==> config.mk <==
export PLATFORM = sky130hd
export DESIGN_NAME = crcs_engine
export DESIGN_NICKNAME = d
export VERILOG_FILES = /design/src/common/crcs_pkg.sv /design/src/verilog/crcs_engine.sv
export SDC_FILE = /design/constraint.sdc
export NUM_CORES = 1
export LEC_CHECK = 0
export ABC_AREA = 1
export ABC_CLOCK_PERIOD_IN_PS = 3700
export BUFFER_PORTS_ARGS = -buffer_cell sky130_fd_sc_hd__buf_2
export CORE_MARGIN = 1
export CORE_UTILIZATION = 60
export CTS_CLUSTER_SIZE = 16
export DETAILED_ROUTE_END_ITERATION = 10
export PLACE_DENSITY = 0.84
export SYNTH_ARGS = -nofsm -noshare
export SYNTH_HDL_FRONTEND = slang
export SYNTH_SLANG_ARGS = --single-unit
==> constraint.sdc <==
create_clock -name clk -period 3.7 [get_ports clk]
set_input_delay 0.555 -clock clk [delete_from_list [all_inputs] [get_ports clk]]
set_output_delay 0.555 -clock clk [all_outputs]
set_load 0.02 [all_outputs]
==> src/common/crcs_pkg.sv <==
// Package: register map, field positions and reset values of the CRC engine
package crcs_pkg;
  // Register byte offsets on APB
  localparam logic [7:0] OFS_CONTROL_0 = 8'h00;
  localparam logic [7:0] OFS_CONTROL_1 = 8'h04;
  localparam logic [7:0] OFS_DATA_HIGH = 8'h08;
  localparam logic [7:0] OFS_DATA_LOW = 8'h0C;
  localparam logic [7:0] OFS_SCAN_CTRL = 8'h10;
  localparam logic [7:0] OFS_ACCUM = 8'h14;
  localparam logic [7:0] OFS_POLY = 8'h18;
  // Control 0 fields
  localparam int BIT_ENABLE = 7;
  localparam int BIT_START = 6;
  localparam int BIT_BUSY = 5;
  localparam int BIT_AUGMENT = 4;
  localparam int BIT_DIRECTION = 1;
  localparam int BIT_FULL = 0;
  // Control 1 fields
  localparam int POS_WORD_LEN = 4;
  localparam int POS_POLY_LEN = 0;
  // Scanner control fields
  localparam int BIT_SCAN_ENABLE = 7;
  localparam int BIT_SCAN_GO = 6;
  localparam int BIT_SCAN_BUSY = 5;
  localparam int POS_SCAN_MODE = 0;
  // Scanner mode encodings
  localparam logic [1:0] MODE_CONCURRENT = 2'h0;
  localparam logic [1:0] MODE_BURST = 2'h1;
  localparam logic [1:0] MODE_PEEK = 2'h2;
  localparam logic [1:0] MODE_TRIGGERED = 2'h3;
  // Reset values
  localparam logic [7:0] RST_BYTE = 8'h00;
  localparam logic [15:0] RST_WORD = 16'h0000;
endpackage : crcs_pkg

==> src/verilog/crcs_engine.sv <==
// CRC engine with program memory scanner and debug freeze hooks
//
// The placing of the registers and the APB interface to the registers were left to the implementer.
`timescale 1ns/1ps

// Contract
// - Watchdog untouched by scanner activity
// - Debug halt freezes scanner until resume
// - Halt at go-set cycle defers burst
// - Halt lets running memory access finish
// - Halted burst resumes where it stopped
// - Halt before scan defers scan, instruction
// - PC breakpoint: due scan completes first
// - Data breakpoint: requested scan waits
// - Single step: pending scan reads first
// - Software breakpoint: scan access goes first
// - Peek slot of skipped instruction deferred
// - Enable bit seven releases engine reset
// - Start bit six runs shifter
// - Busy bit five while shifting pending
// - Bit four selects zero augmentation
// - Bit one selects shift direction
// - Full bit zero while word unconsumed
// - Control 1 bits 7-4 word length
// - Control 1 bits 3-0 poly length
// - Low byte write loads whole word
// - Scanner waits for engine ready
// - Mode field selects scanner mode
// - Burst stalls processor until end
module crcs_engine (
  input wire logic clk,
  input wire logic reset_n,
  // APB slave
  input wire logic psel,
  input wire logic penable,
  input wire logic pwrite,
  input wire logic [7:0] paddr,
  input wire logic [31:0] pwdata,
  output logic [31:0] prdata,
  output logic pready,
  output logic pslverr,
  // Debug and core handshake
  input wire logic debug_halt,
  input wire logic cpu_dead_cycle,
  input wire logic scan_trigger,
  input wire logic scan_end,
  output logic mem_read,
  output logic cpu_stall,
  input wire logic [15:0] mem_data
);

  //////////////////////////////////////////////////////////////////////////
  // Bus decode
  logic wr_en;
  logic rd_en;
  assign wr_en = psel & penable & pwrite;
  assign rd_en = psel & penable & ~pwrite;
  assign pready = 1'b1;  // Zero wait states
  assign pslverr = 1'b0;

  // Stored registers
  logic [7:0] ctrl0_ff;
  logic [7:0] ctrl1_ff;
  logic [7:0] data_high_ff;
  logic [7:0] data_low_ff;
  logic [7:0] scan_ctrl_ff;
  logic [15:0] accum_ff;
  logic [15:0] poly_ff;
  // Engine state
  logic [15:0] shift_ff;
  logic [4:0] bits_left_ff;
  logic [4:0] aug_left_ff;
  logic full_ff;
  logic scan_go_ff;
  logic scan_access_ff;
  logic sync_trig_a_ff;
  logic sync_trig_b_ff;
  logic sync_trig_c_ff;
  logic trig_level_ff;  // Filtered trigger level

  logic enable;
  logic running;
  logic busy;
  logic engine_ready;
  logic load_word;
  logic scan_fetch;
  assign enable = ctrl0_ff[crcs_pkg::BIT_ENABLE];
  assign running = enable & ctrl0_ff[crcs_pkg::BIT_START];
  assign busy = full_ff | (bits_left_ff != 5'h00) |
                (aug_left_ff != 5'h00);
  assign engine_ready = running & ~full_ff;

  //////////////////////////////////////////////////////////////////////////
  // Register writes; status bits are computed, not stored
  always_ff @(posedge clk or negedge reset_n) begin
    if (!reset_n) begin
      ctrl0_ff <= crcs_pkg::RST_BYTE;
      ctrl1_ff <= crcs_pkg::RST_BYTE;
      data_high_ff <= crcs_pkg::RST_BYTE;
      data_low_ff <= crcs_pkg::RST_BYTE;
      scan_ctrl_ff <= crcs_pkg::RST_BYTE;
      poly_ff <= crcs_pkg::RST_WORD;
    end else if (wr_en) begin
      unique case (paddr)
        crcs_pkg::OFS_CONTROL_0: begin
          ctrl0_ff <= pwdata[7:0] & 8'hD2;
        end
        crcs_pkg::OFS_CONTROL_1: begin
          ctrl1_ff <= pwdata[7:0];
        end
        crcs_pkg::OFS_DATA_HIGH: begin
          data_high_ff <= pwdata[7:0];
        end
        crcs_pkg::OFS_DATA_LOW: begin
          data_low_ff <= pwdata[7:0];
        end
        crcs_pkg::OFS_SCAN_CTRL: begin
          scan_ctrl_ff <= pwdata[7:0] & 8'h83;
        end
        crcs_pkg::OFS_POLY: begin
          poly_ff <= pwdata[15:0];
        end
        default: begin
          // Unmapped: ignored
        end
      endcase
    end
  end

  //////////////////////////////////////////////////////////////////////////
  // Scanner: go flag, set by software, cleared by hardware end
  logic scan_on;
  logic [1:0] scan_mode;
  logic scan_slot;
  logic go_write;
  assign scan_on = scan_ctrl_ff[crcs_pkg::BIT_SCAN_ENABLE];
  assign scan_mode = scan_ctrl_ff[1:0];
  assign go_write = wr_en & (paddr == crcs_pkg::OFS_SCAN_CTRL);
  // Trigger level moves only once second and third stages agree, so a
  // single unsettled sample cannot open a scan slot
  logic trig_edge;
  assign trig_edge = trig_level_ff;
  // Mode dependent slot; halt blocks new access
  always_comb begin
    unique case (scan_mode)
      crcs_pkg::MODE_PEEK: scan_slot = cpu_dead_cycle;
      crcs_pkg::MODE_TRIGGERED: scan_slot = trig_edge;
      default: scan_slot = 1'b1;
    endcase
  end
  // Halt sampled before issue; access in flight is not affected
  assign scan_fetch = scan_on & scan_go_ff & ~scan_access_ff &
                      engine_ready & scan_slot & ~debug_halt;

  always_ff @(posedge clk or negedge reset_n) begin
    if (!reset_n) begin
      sync_trig_a_ff <= 1'b0;
      sync_trig_b_ff <= 1'b0;
      sync_trig_c_ff <= 1'b0;
      trig_level_ff <= 1'b0;
    end else begin
      sync_trig_a_ff <= scan_trigger;
      sync_trig_b_ff <= sync_trig_a_ff;
      sync_trig_c_ff <= sync_trig_b_ff;
      if (sync_trig_b_ff == sync_trig_c_ff) begin
        trig_level_ff <= sync_trig_c_ff;
      end
    end
  end

  // Go bit: hardware end clears it; software set wins same cycle
  always_ff @(posedge clk or negedge reset_n) begin
    if (!reset_n) begin
      scan_go_ff <= 1'b0;
    end else if (go_write) begin
      // Enable and go may come in one write; the written enable decides
      scan_go_ff <= pwdata[crcs_pkg::BIT_SCAN_ENABLE] &
                    pwdata[crcs_pkg::BIT_SCAN_GO];
    end else if (!scan_on) begin
      scan_go_ff <= 1'b0;
    end else if (scan_end && !debug_halt) begin
      scan_go_ff <= 1'b0;  // frozen while halted
    end
  end

  // One cycle memory access; completes even if halt rises
  always_ff @(posedge clk or negedge reset_n) begin
    if (!reset_n) begin
      scan_access_ff <= 1'b0;
    end else begin
      scan_access_ff <= scan_fetch;
    end
  end
  assign mem_read = scan_fetch;
  // Burst stalls the core for the whole scan; concurrent and triggered stall per access, peek never stalls
  assign cpu_stall = (scan_mode == crcs_pkg::MODE_BURST) ?
                     (scan_on & scan_go_ff) :
                     (scan_fetch & (scan_mode != crcs_pkg::MODE_PEEK));
  // No watchdog kick exists here, by intent

  //////////////////////////////////////////////////////////////////////////
  // Data path: low byte write or scanner fetch loads the input word
  logic cpu_load;
  assign cpu_load = wr_en & (paddr == crcs_pkg::OFS_DATA_LOW);
  assign load_word = cpu_load | scan_access_ff;
  logic [15:0] input_word;
  assign input_word = scan_access_ff ? mem_data :
                      {data_high_ff, pwdata[7:0]};
  logic [15:0] pending_ff;
  logic [3:0] word_length_minus_one;
  logic [3:0] poly_length_minus_one;
  assign word_length_minus_one = ctrl1_ff[7:4];
  assign poly_length_minus_one = ctrl1_ff[3:0];
  logic take;
  assign take = running & full_ff & (bits_left_ff == 5'h00) &
                (aug_left_ff == 5'h00);

  // Full flag: load set wins over consume clear
  always_ff @(posedge clk or negedge reset_n) begin
    if (!reset_n) begin
      full_ff <= 1'b0;
      pending_ff <= crcs_pkg::RST_WORD;
    end else if (!enable) begin
      full_ff <= 1'b0;
    end else if (load_word) begin
      full_ff <= 1'b1;
      pending_ff <= input_word;
    end else if (take) begin
      full_ff <= 1'b0;
    end
  end

  //////////////////////////////////////////////////////////////////////////
  // Serial shifter and accumulator, one bit per clock
  logic feed_bit;
  logic fb;
  logic [15:0] poly_mask;
  logic [3:0] top;
  assign top = poly_length_minus_one;
  assign poly_mask = poly_ff | 16'h0001;
  logic [15:0] nxt_accum;
  always_comb begin
    nxt_accum = accum_ff;
    feed_bit = 1'b0;
    if (bits_left_ff != 5'h00) begin
      feed_bit = ctrl0_ff[crcs_pkg::BIT_DIRECTION] ? shift_ff[0] :
                 shift_ff[word_length_minus_one];
    end
    fb = accum_ff[top] ^ feed_bit;
    if (ctrl0_ff[crcs_pkg::BIT_AUGMENT]) begin
      fb = accum_ff[top];  // bit enters after shift
    end
    nxt_accum = {accum_ff[14:0], 1'b0};
    if (ctrl0_ff[crcs_pkg::BIT_AUGMENT]) begin
      nxt_accum[0] = feed_bit;
    end
    if (fb) begin
      nxt_accum = nxt_accum ^ (poly_mask & ~16'h0001) ^
                  {15'h0000, ~ctrl0_ff[crcs_pkg::BIT_AUGMENT]};
    end
  end

  logic step;
  assign step = running & ((bits_left_ff != 5'h00) |
                (aug_left_ff != 5'h00));

  // Shifter state: cleared on disable, registers kept
  always_ff @(posedge clk or negedge reset_n) begin
    if (!reset_n) begin
      shift_ff <= crcs_pkg::RST_WORD;
      bits_left_ff <= 5'h00;
      aug_left_ff <= 5'h00;
    end else if (!enable) begin
      shift_ff <= crcs_pkg::RST_WORD;
      bits_left_ff <= 5'h00;
      aug_left_ff <= 5'h00;
    end else if (take) begin
      shift_ff <= pending_ff;
      bits_left_ff <= {1'b0, word_length_minus_one} + 5'h01;
      aug_left_ff <= 5'h00;
    end else if (step) begin
      if (bits_left_ff != 5'h00) begin
        shift_ff <= ctrl0_ff[crcs_pkg::BIT_DIRECTION] ?
                    {1'b0, shift_ff[15:1]} : {shift_ff[14:0], 1'b0};
        bits_left_ff <= bits_left_ff - 5'h01;
        // Augmented mode flushes poly length zeros after the data
        if (bits_left_ff == 5'h01 && !full_ff &&
            ctrl0_ff[crcs_pkg::BIT_AUGMENT]) begin
          aug_left_ff <= {1'b0, top} + 5'h01;
        end
      end else begin
        aug_left_ff <= aug_left_ff - 5'h01;
      end
    end
  end

  // Accumulator: software write, or one step per shifted bit
  always_ff @(posedge clk or negedge reset_n) begin
    if (!reset_n) begin
      accum_ff <= crcs_pkg::RST_WORD;
    end else if (wr_en && paddr == crcs_pkg::OFS_ACCUM) begin
      accum_ff <= pwdata[15:0];
    end else if (step) begin
      accum_ff <= nxt_accum;
    end
  end

  //////////////////////////////////////////////////////////////////////////
  // Read mux; data out comes from a flop
  logic [31:0] nxt_rdata;
  always_comb begin
    nxt_rdata = 32'h00000000;
    unique case (paddr)
      crcs_pkg::OFS_CONTROL_0: begin
        nxt_rdata[7:0] = {ctrl0_ff[7:6], busy, ctrl0_ff[4], 2'h0,
                          ctrl0_ff[1], full_ff};
      end
      crcs_pkg::OFS_CONTROL_1: nxt_rdata[7:0] = ctrl1_ff;
      crcs_pkg::OFS_DATA_HIGH: nxt_rdata[7:0] = data_high_ff;
      crcs_pkg::OFS_DATA_LOW: nxt_rdata[7:0] = data_low_ff;
      crcs_pkg::OFS_SCAN_CTRL: begin
        nxt_rdata[7:0] = {scan_ctrl_ff[7], scan_go_ff, scan_access_ff,
                          3'h0, scan_ctrl_ff[1:0]};
      end
      crcs_pkg::OFS_ACCUM: nxt_rdata[15:0] = accum_ff;
      crcs_pkg::OFS_POLY: nxt_rdata[15:0] = poly_ff;
      default: nxt_rdata = 32'h00000000;
    endcase
  end
  // Read data registered in setup so it is valid in access phase
  always_ff @(posedge clk or negedge reset_n) begin
    if (!reset_n) begin
      prdata <= 32'h00000000;
    end else if (psel && !penable && !pwrite) begin
      prdata <= nxt_rdata;
    end
  end

  logic unused_rd;
  assign unused_rd = rd_en;

endmodule : crcs_engine

## Word-level counts from Yosys, hierarchy flattened

Index checks and enable logic that the tools add are counted.

- Register bits: 128
- Bits in latches: 0
- RAM bits: 0
- Bits in read-only memories: 0
- Input port bits: 65
- Output and inout bits: 36
- Memories: 0

- Add/subtract/negate cells: 4
- Multipliers: 0
- Div/mod/pow operators: 0
- Magnitude comparators: 2
- Equal/unequal tests: 17
- Shift-type cells: 0
- Multiplexer cells: 36
- Bitwise operators: 28
- Reduce and logical (&&, ||, !) cells: 25

Operators with widths:

| kind | number |
|---|---|
| $mux W16 | 9 |
| $pmux W8 S7 | 1 |
| $mux W5 | 9 |
| $eq A8 B5 Y1 const B | 3 |
| $reduce_and A2 Y1 | 9 |
| $and A1 B1 Y1 | 17 |
| $eq A8 B4 Y1 const B | 2 |
| $pmux W8 S2 | 1 |
| $xor A16 B1 Y16 | 1 |
| $xor A16 B16 Y16 | 1 |
| $mux W1 | 13 |
| $ne A3 B1 Y1 const B | 4 |
| $add A4 B1 Y5 const B | 2 |
| $logic_not A5 Y1 | 2 |
| $lt A4 B5 Y1 const B | 2 |
| $reduce_bool A5 Y1 | 2 |
| $sub A5 B1 Y5 const B | 2 |
| $bmux W1 S4 | 2 |
| $eq A8 B3 Y1 const B | 1 |
| $logic_not A8 Y1 | 1 |
| $logic_and A1 B1 Y1 | 6 |
| $eq A5 B1 Y1 const B | 1 |
| $eq A2 B2 Y1 const B | 2 |
| $logic_not A1 Y1 | 4 |
| 9 further kinds | 15 |

## Depth between registers and ports, before layout

- Depth in word-level cells: 10
- Mapped depth: 16

## Worst setup path before layout

Ideal clock, no wire load.

- Kind: flip-flop to output port
- From: register ctrl0_ff[7]
- To: output port cpu_stall
- Arrival time: 1547 ps
- Data required time: 3145 ps
- Slack: 1598 ps
- Cell stages (with the launch flop): 5
- Buffers on the path: 0
- Cell sequence: dfrtp_1 nand2_1 inv_1 nand3_1 o41ai_1

- Cells in the longest elaborated chain, start to end: 7

RTL lines:

| item | line | RTL |
|---|---|---|
| from (decl) | crcs_engine.sv:62 | `logic [7:0] ctrl0_ff;` |
| from (signal assigned) | crcs_engine.sv:97 | `ctrl0_ff <= crcs_pkg::RST_BYTE;` |
| from (signal assigned) | crcs_engine.sv:106 | `ctrl0_ff <= pwdata[7:0] & 8'hD2;` |
| $and A1 B1 Y1 | crcs_engine.sv:88 | `assign running = enable & ctrl0_ff[crcs_pkg::BIT_START];` |
| $and A1 B1 Y1 | crcs_engine.sv:91 | `assign engine_ready = running & ~full_ff;` |
| $and A1 B1 Y1 | crcs_engine.sv:152 | `assign scan_fetch = scan_on & scan_go_ff & ~scan_access_ff &` |
| $and A1 B1 Y1 (2 in series) | crcs_engine.sv:153 | `engine_ready & scan_slot & ~debug_halt;` |
| $and A1 B1 Y1 | crcs_engine.sv:198 | `(scan_fetch & (scan_mode != crcs_pkg::MODE_PEEK));` |
| $mux W1 | crcs_engine.sv:196 | `assign cpu_stall = (scan_mode == crcs_pkg::MODE_BURST) ?` |
| to (decl) | crcs_engine.sv:48 | `output logic cpu_stall,` |

Every way passes these cells.

## Final worst setup path

- From: register ctrl0_ff[1]
- To: register accum_ff[7]

- Cells in the longest elaborated chain, start to end: 7

RTL lines:

| item | line | RTL |
|---|---|---|
| $mux W1 | crcs_engine.sv:246 | `feed_bit = ctrl0_ff[crcs_pkg::BIT_DIRECTION] ? shift_ff[0] :` |
| $mux W1 | crcs_engine.sv:245 | `if (bits_left_ff != 5'h00) begin` |
| $xor A1 B1 Y1 | crcs_engine.sv:249 | `fb = accum_ff[top] ^ feed_bit;` |
| $mux W1 | crcs_engine.sv:250 | `if (ctrl0_ff[crcs_pkg::BIT_AUGMENT]) begin` |
| $mux W16 | crcs_engine.sv:257 | `if (fb) begin` |
| $mux W16 | crcs_engine.sv:303 | `end else if (step) begin` |
| $mux W16 | crcs_engine.sv:301 | `end else if (wr_en && paddr == crcs_pkg::OFS_ACCUM) begin` |
| to (signal assigned) | crcs_engine.sv:300 | `accum_ff <= crcs_pkg::RST_WORD;` |
| to (signal assigned) | crcs_engine.sv:302 | `accum_ff <= pwdata[15:0];` |
| to (signal assigned) | crcs_engine.sv:304 | `accum_ff <= nxt_accum;` |
| to (decl) | crcs_engine.sv:67 | `logic [15:0] accum_ff;` |

Every way passes these cells. The select of a mux whose other input is x is not followed.
A chain may end at the register's enable or synchronous reset.

==> impl_metrics.xml <==
<?xml version="1.0" encoding="UTF-8"?>
<metrics>
  <group name="worst_setup_path">
    <metric name="path_delay_family" unit="">simple AND/OR/NAND/NOR gates</metric>
    <metric name="worstSetupStartpointType" unit="">flip-flop</metric>
    <metric name="worstSetupPathType" unit="">reg -&gt; reg</metric>
    <metric name="cp-end-kind" unit="">flip-flop</metric>
    <metric name="critical_path_peak_fanout" unit="">32</metric>
    <metric name="worstPathArrival" unit="ns">3.11</metric>
    <metric name="cpPeakStageDelay" unit="ns">0.93</metric>
    <metric name="path_cells" unit="">inv_1, nand3_1, nand3_1, nand2_1, nand2_1, nand2_1, o21ai_1, nand2_1, nand2_1</metric>
    <metric name="timing.reg2reg.worst_path_depth" unit="">9</metric>
    <metric name="worstSetupPathDepth" unit="">9</metric>
    <metric name="timing.critical_path.required" unit="ns">4.01</metric>
    <metric name="slowest_stage_cell_cp" unit="">dfrtp_1</metric>
    <metric name="crit_top_cell" unit="">nand2_1</metric>
    <metric name="critical_path.n_buffers_inverters" unit="">1</metric>
  </group>
  <group name="timing">
    <metric name="rsz0062_at_grt" unit="">no</metric>
    <metric name="highest_achievable_clock_rate" unit="MHz">357</metric>
    <metric name="final-setup-viol-count" unit="">0</metric>
    <metric name="hold_viol" unit="">0</metric>
    <metric name="maxSlewViolCount" unit="">0</metric>
    <metric name="period_minus_slack" unit="ns">2.80</metric>
    <metric name="timing.setup.tns" unit="ns">0</metric>
    <metric name="min_period_over_period" unit="%">75.6</metric>
    <metric name="fin_skew" unit="ns">0.00779</metric>
    <metric name="timing.max_slew.rel_slack" unit="%">37.6</metric>
    <metric name="worst-slew-pin-transition" unit="ns">0.934</metric>
  </group>
  <group name="drt">
    <metric name="detailedRoute.firstPassIterationCount" unit="">8</metric>
    <metric name="initialDrtViolationCount" unit="">1065</metric>
    <metric name="post_dr_vias_cell" unit="">5.95</metric>
    <metric name="final_routed_wirelength_across_all_metal_layers" unit="microns">18700</metric>
    <metric name="via_count" unit="">6675</metric>
    <metric name="detail-route-antenna-nets" unit="">0</metric>
    <metric name="routed_length_per_placed_instance" unit="microns">16.7</metric>
    <metric name="drc" unit="">7</metric>
  </group>
  <group name="layout">
    <metric name="antenna_cells" unit="">0</metric>
    <metric name="drive_above_1_share" unit="%">13.8</metric>
    <metric name="post-route-util" unit="%">70.1</metric>
    <metric name="fin_nets" unit="">1037</metric>
    <metric name="layout-area-overhead-vs-synth" unit="%">12.7</metric>
  </group>
  <group name="synth">
    <metric name="post_synth_num_cell_types" unit="">42</metric>
    <metric name="synth_area_leader_cell" unit="">dfrtp_1</metric>
    <metric name="yosys-top-cells-area" unit="">dfrtp_1 (45%), nand2_1 (14%), o21ai_0 (7.0%)</metric>
    <metric name="synth_warnings" unit="">0</metric>
    <metric name="syn_avg_cell_area" unit="sq um">7.80</metric>
    <metric name="synth_ff_type" unit="">dfrtp_1</metric>
    <metric name="count_of_flip_flops_with_a_built_in_enable_after_synthesis" unit="">0</metric>
    <metric name="synthesis.area" unit="sq um">7170</metric>
    <metric name="post_synth_inst_count" unit="">919</metric>
    <metric name="netlist.area_leader.share" unit="%">44.7</metric>
    <metric name="synth_seq_cells" unit="">128</metric>
    <metric name="synthArstFlopShare" unit="%">100</metric>
    <metric name="synth.yosys.seq_area_share" unit="%">44.7</metric>
  </group>
  <group name="run_status">
    <metric name="violations" unit="">design-rule violations</metric>
    <metric name="status" unit="">finished, violations left</metric>
  </group>
  <group name="worst_hold_path">
    <metric name="min-delay-path-class" unit="">in -&gt; async</metric>
  </group>
  <group name="grt">
    <metric name="pin_count_of_the_biggest_net_entering_global_routing" unit="">92</metric>
    <metric name="first_global_vias" unit="">6237</metric>
    <metric name="grt_antenna_before_repair" unit="">0</metric>
    <metric name="globalRouteOverflowTotal" unit="">0</metric>
    <metric name="gr-usage-all-layers" unit="%">31.7</metric>
    <metric name="grt_pass1_wl" unit="microns">30600</metric>
  </group>
  <group name="placed_design">
    <metric name="placement.io_buffers" unit="">66</metric>
    <metric name="finalWeightedCongestion" unit="">0.925</metric>
    <metric name="dp_hpwl" unit="microns">12400</metric>
  </group>
  <group name="cts">
    <metric name="ctsRootBufferMaster" unit="">clkbuf_16</metric>
    <metric name="clock_insertion_delay_worst_skew" unit="ns">0.42</metric>
    <metric name="post-cts-setup-buffers" unit="">0</metric>
    <metric name="clock_sink_count" unit="">128</metric>
    <metric name="tritoncts" unit="">done</metric>
    <metric name="cts_max_path_buffers" unit="">2</metric>
    <metric name="path_clk_slew" unit="ns">0.06</metric>
    <metric name="ctsHoldBuffers" unit="">0</metric>
    <metric name="post_cts.resized_instances" unit="">0</metric>
    <metric name="cts_made_buffers" unit="">17</metric>
    <metric name="ctsHtreeMaxLevel" unit="">4</metric>
  </group>
  <group name="pwr">
    <metric name="ir_drop" unit="mV">0.387</metric>
    <metric name="leak_pwr" unit="uW">0.00389</metric>
    <metric name="cellPowerDensity" unit="nW/um^2">433</metric>
  </group>
  <group name="floorplanning">
    <metric name="die_x" unit="microns">111</metric>
    <metric name="ioPinCount" unit="">101</metric>
    <metric name="std_cell_rows" unit="">39</metric>
    <metric name="die-height" unit="microns">111</metric>
    <metric name="start_util" unit="%">62.2</metric>
    <metric name="floorplan.core_area" unit="sq um">11500</metric>
    <metric name="dieArea" unit="sq um">12400</metric>
  </group>
  <group name="job">
    <metric name="drv.max_cap_violation_count" unit="">0</metric>
  </group>
</metrics>
-- cell usage in the layout, fill, tap and decap left out, types with 2 or more instances in the layout --
cell / n
xor2_1: 4
nor3_1: 5
a211oi_1: 2
nor2_2: 2
nand2_1: 261
inv_4: 3
nor2_1: 35
o221ai_1: 2
inv_1: 110
nand3_1: 64
inv_6: 3
xnor2_1: 4
clkinvlp_4: 2
a21oi_1: 24
a31oi_1: 14
dfrtp_1: 128
nor3_4: 2
o211ai_1: 7
nand3_4: 2
nand2_4: 3
a21oi_4: 2
o21ai_0: 100
buf_4: 6
clkinv_4: 4
conb_1: 18
a221oi_1: 4
clkinv_1: 2
o32ai_1: 2
o21ai_1: 4
nand4_1: 18
clkbuf_16: 17
buf_2: 65
o2111ai_1: 2
ha_1: 6
a221oi_2: 12
inv_2: 3
bufinv_16: 5
o22ai_1: 23
-- flip-flops by register name, indices dropped and copies added, names as in the netlist, 3 cells and up --
signal / count
data_high_ff: 8
accum_ff: 16
bits_left_ff: 5
scan_ctrl_ff: 3
pending_ff: 16
data_low_ff: 8
shift_ff: 16
aug_left_ff: 5
poly_ff: 16
ctrl0_ff: 4
prdata: 16
ctrl1_ff: 8
-- metal layers --
layer | vias up | track usage (%) | part of all wire (%)
li1 | 3102 | - | -
met1 | 3161 | 40.8 | 41
met2 | 351 | 50.2 | 46
met3 | 61 | 8.09 | 9.2
met4 | 0 | 14.6 | 3.9
met5 | - | 0 | 0
-- synthesized netlist by cell type, drive strengths merged, types with 4 or more instances --
| master | instances |
|---|---|
| dfrtp | 128 |
| ha | 6 |
| clkbuf | 16 |
| o211ai | 7 |
| a31oi | 14 |
| nand2 | 264 |
| nor2 | 38 |
| inv | 116 |
| xnor2 | 4 |
| a221oi | 16 |
| nor3 | 8 |
| o21ai | 104 |
| a21oi | 26 |
| nand3 | 66 |
| nand4 | 18 |
| o22ai | 23 |
| xor2 | 4 |
| buf | 44 |
-- cells by family (layout without fill, tap and decap cells) --
| logic type | after synthesis | count (layout) | share of synthesized area [%] |
|---|---|---|---|
| adders and majority gates | 7 | 7 | 1.19 |
| DFF | 128 | 128 | 44.7 |
| other | 2 | 18 | 0.105 |
| AOI/OAI and AO/OA | 201 | 201 | 17.6 |
| buffers and inverters | 178 | 222 | 11.5 |
| and+or+nand+nor | 395 | 395 | 23.9 |
| xor gates and xnor gates | 8 | 8 | 0.978 |
-- where the power goes --
group | internal [uW] | switching, uW | leakage, uW
combinational | 55.7 | 140 | 0.00193
clock | 1200 | 659 | 0.000314
sequential | 1420 | 19.4 | 0.00165
-- final cells by class --
type	instances	area, sq um
fill	893	3440
sequential	128	3200
multi-input combinational	629	3200
inverter	118	450
clock buffer	17	425
timing repair buffer	72	390
clock inverter	15	231
tap	143	179
-- stage by stage --
step | cell area, sq um | setup WS, ns | hold slack (ns) | cells | power (uW)
6_report | 8080 | 0.902 | 0.0939 | 1122 | 3500
5_1_grt | 8080 | 0.639 | 0.134 | 1122 | 3590
4_1_cts | 8080 | 1.04 | 0.108 | 1122 | 3500
3_5_place_dp | 7420 | 1.05 | 0.343 | 1090 | 1660
3_3_place_gp | 7420 | 1.07 | 0.334 | 1090 | 1650
2_1_floorplan | 7230 | 1.60 | 0.259 | 935 | 1580
-- worst paths after layout --
| kind | endpoint | start | slack [ns] |
|---|---|---|---|
| max | accum_ff[7] | ctrl0_ff[1] | 0.90 |
| min | pending_ff[4] | reset_n | 0.09 |
| max reg2reg | accum_ff[7] | ctrl0_ff[1] | 0.90 |
| min reg2reg | sync_trig_b_ff | sync_trig_a_ff | 0.36 |
| max in group asynchronous | poly_ff[11] | reset_n | 2.77 |
| min in group clk | sync_trig_a_ff | scan_trigger | 0.24 |
(Power assumes the default switching activity.)
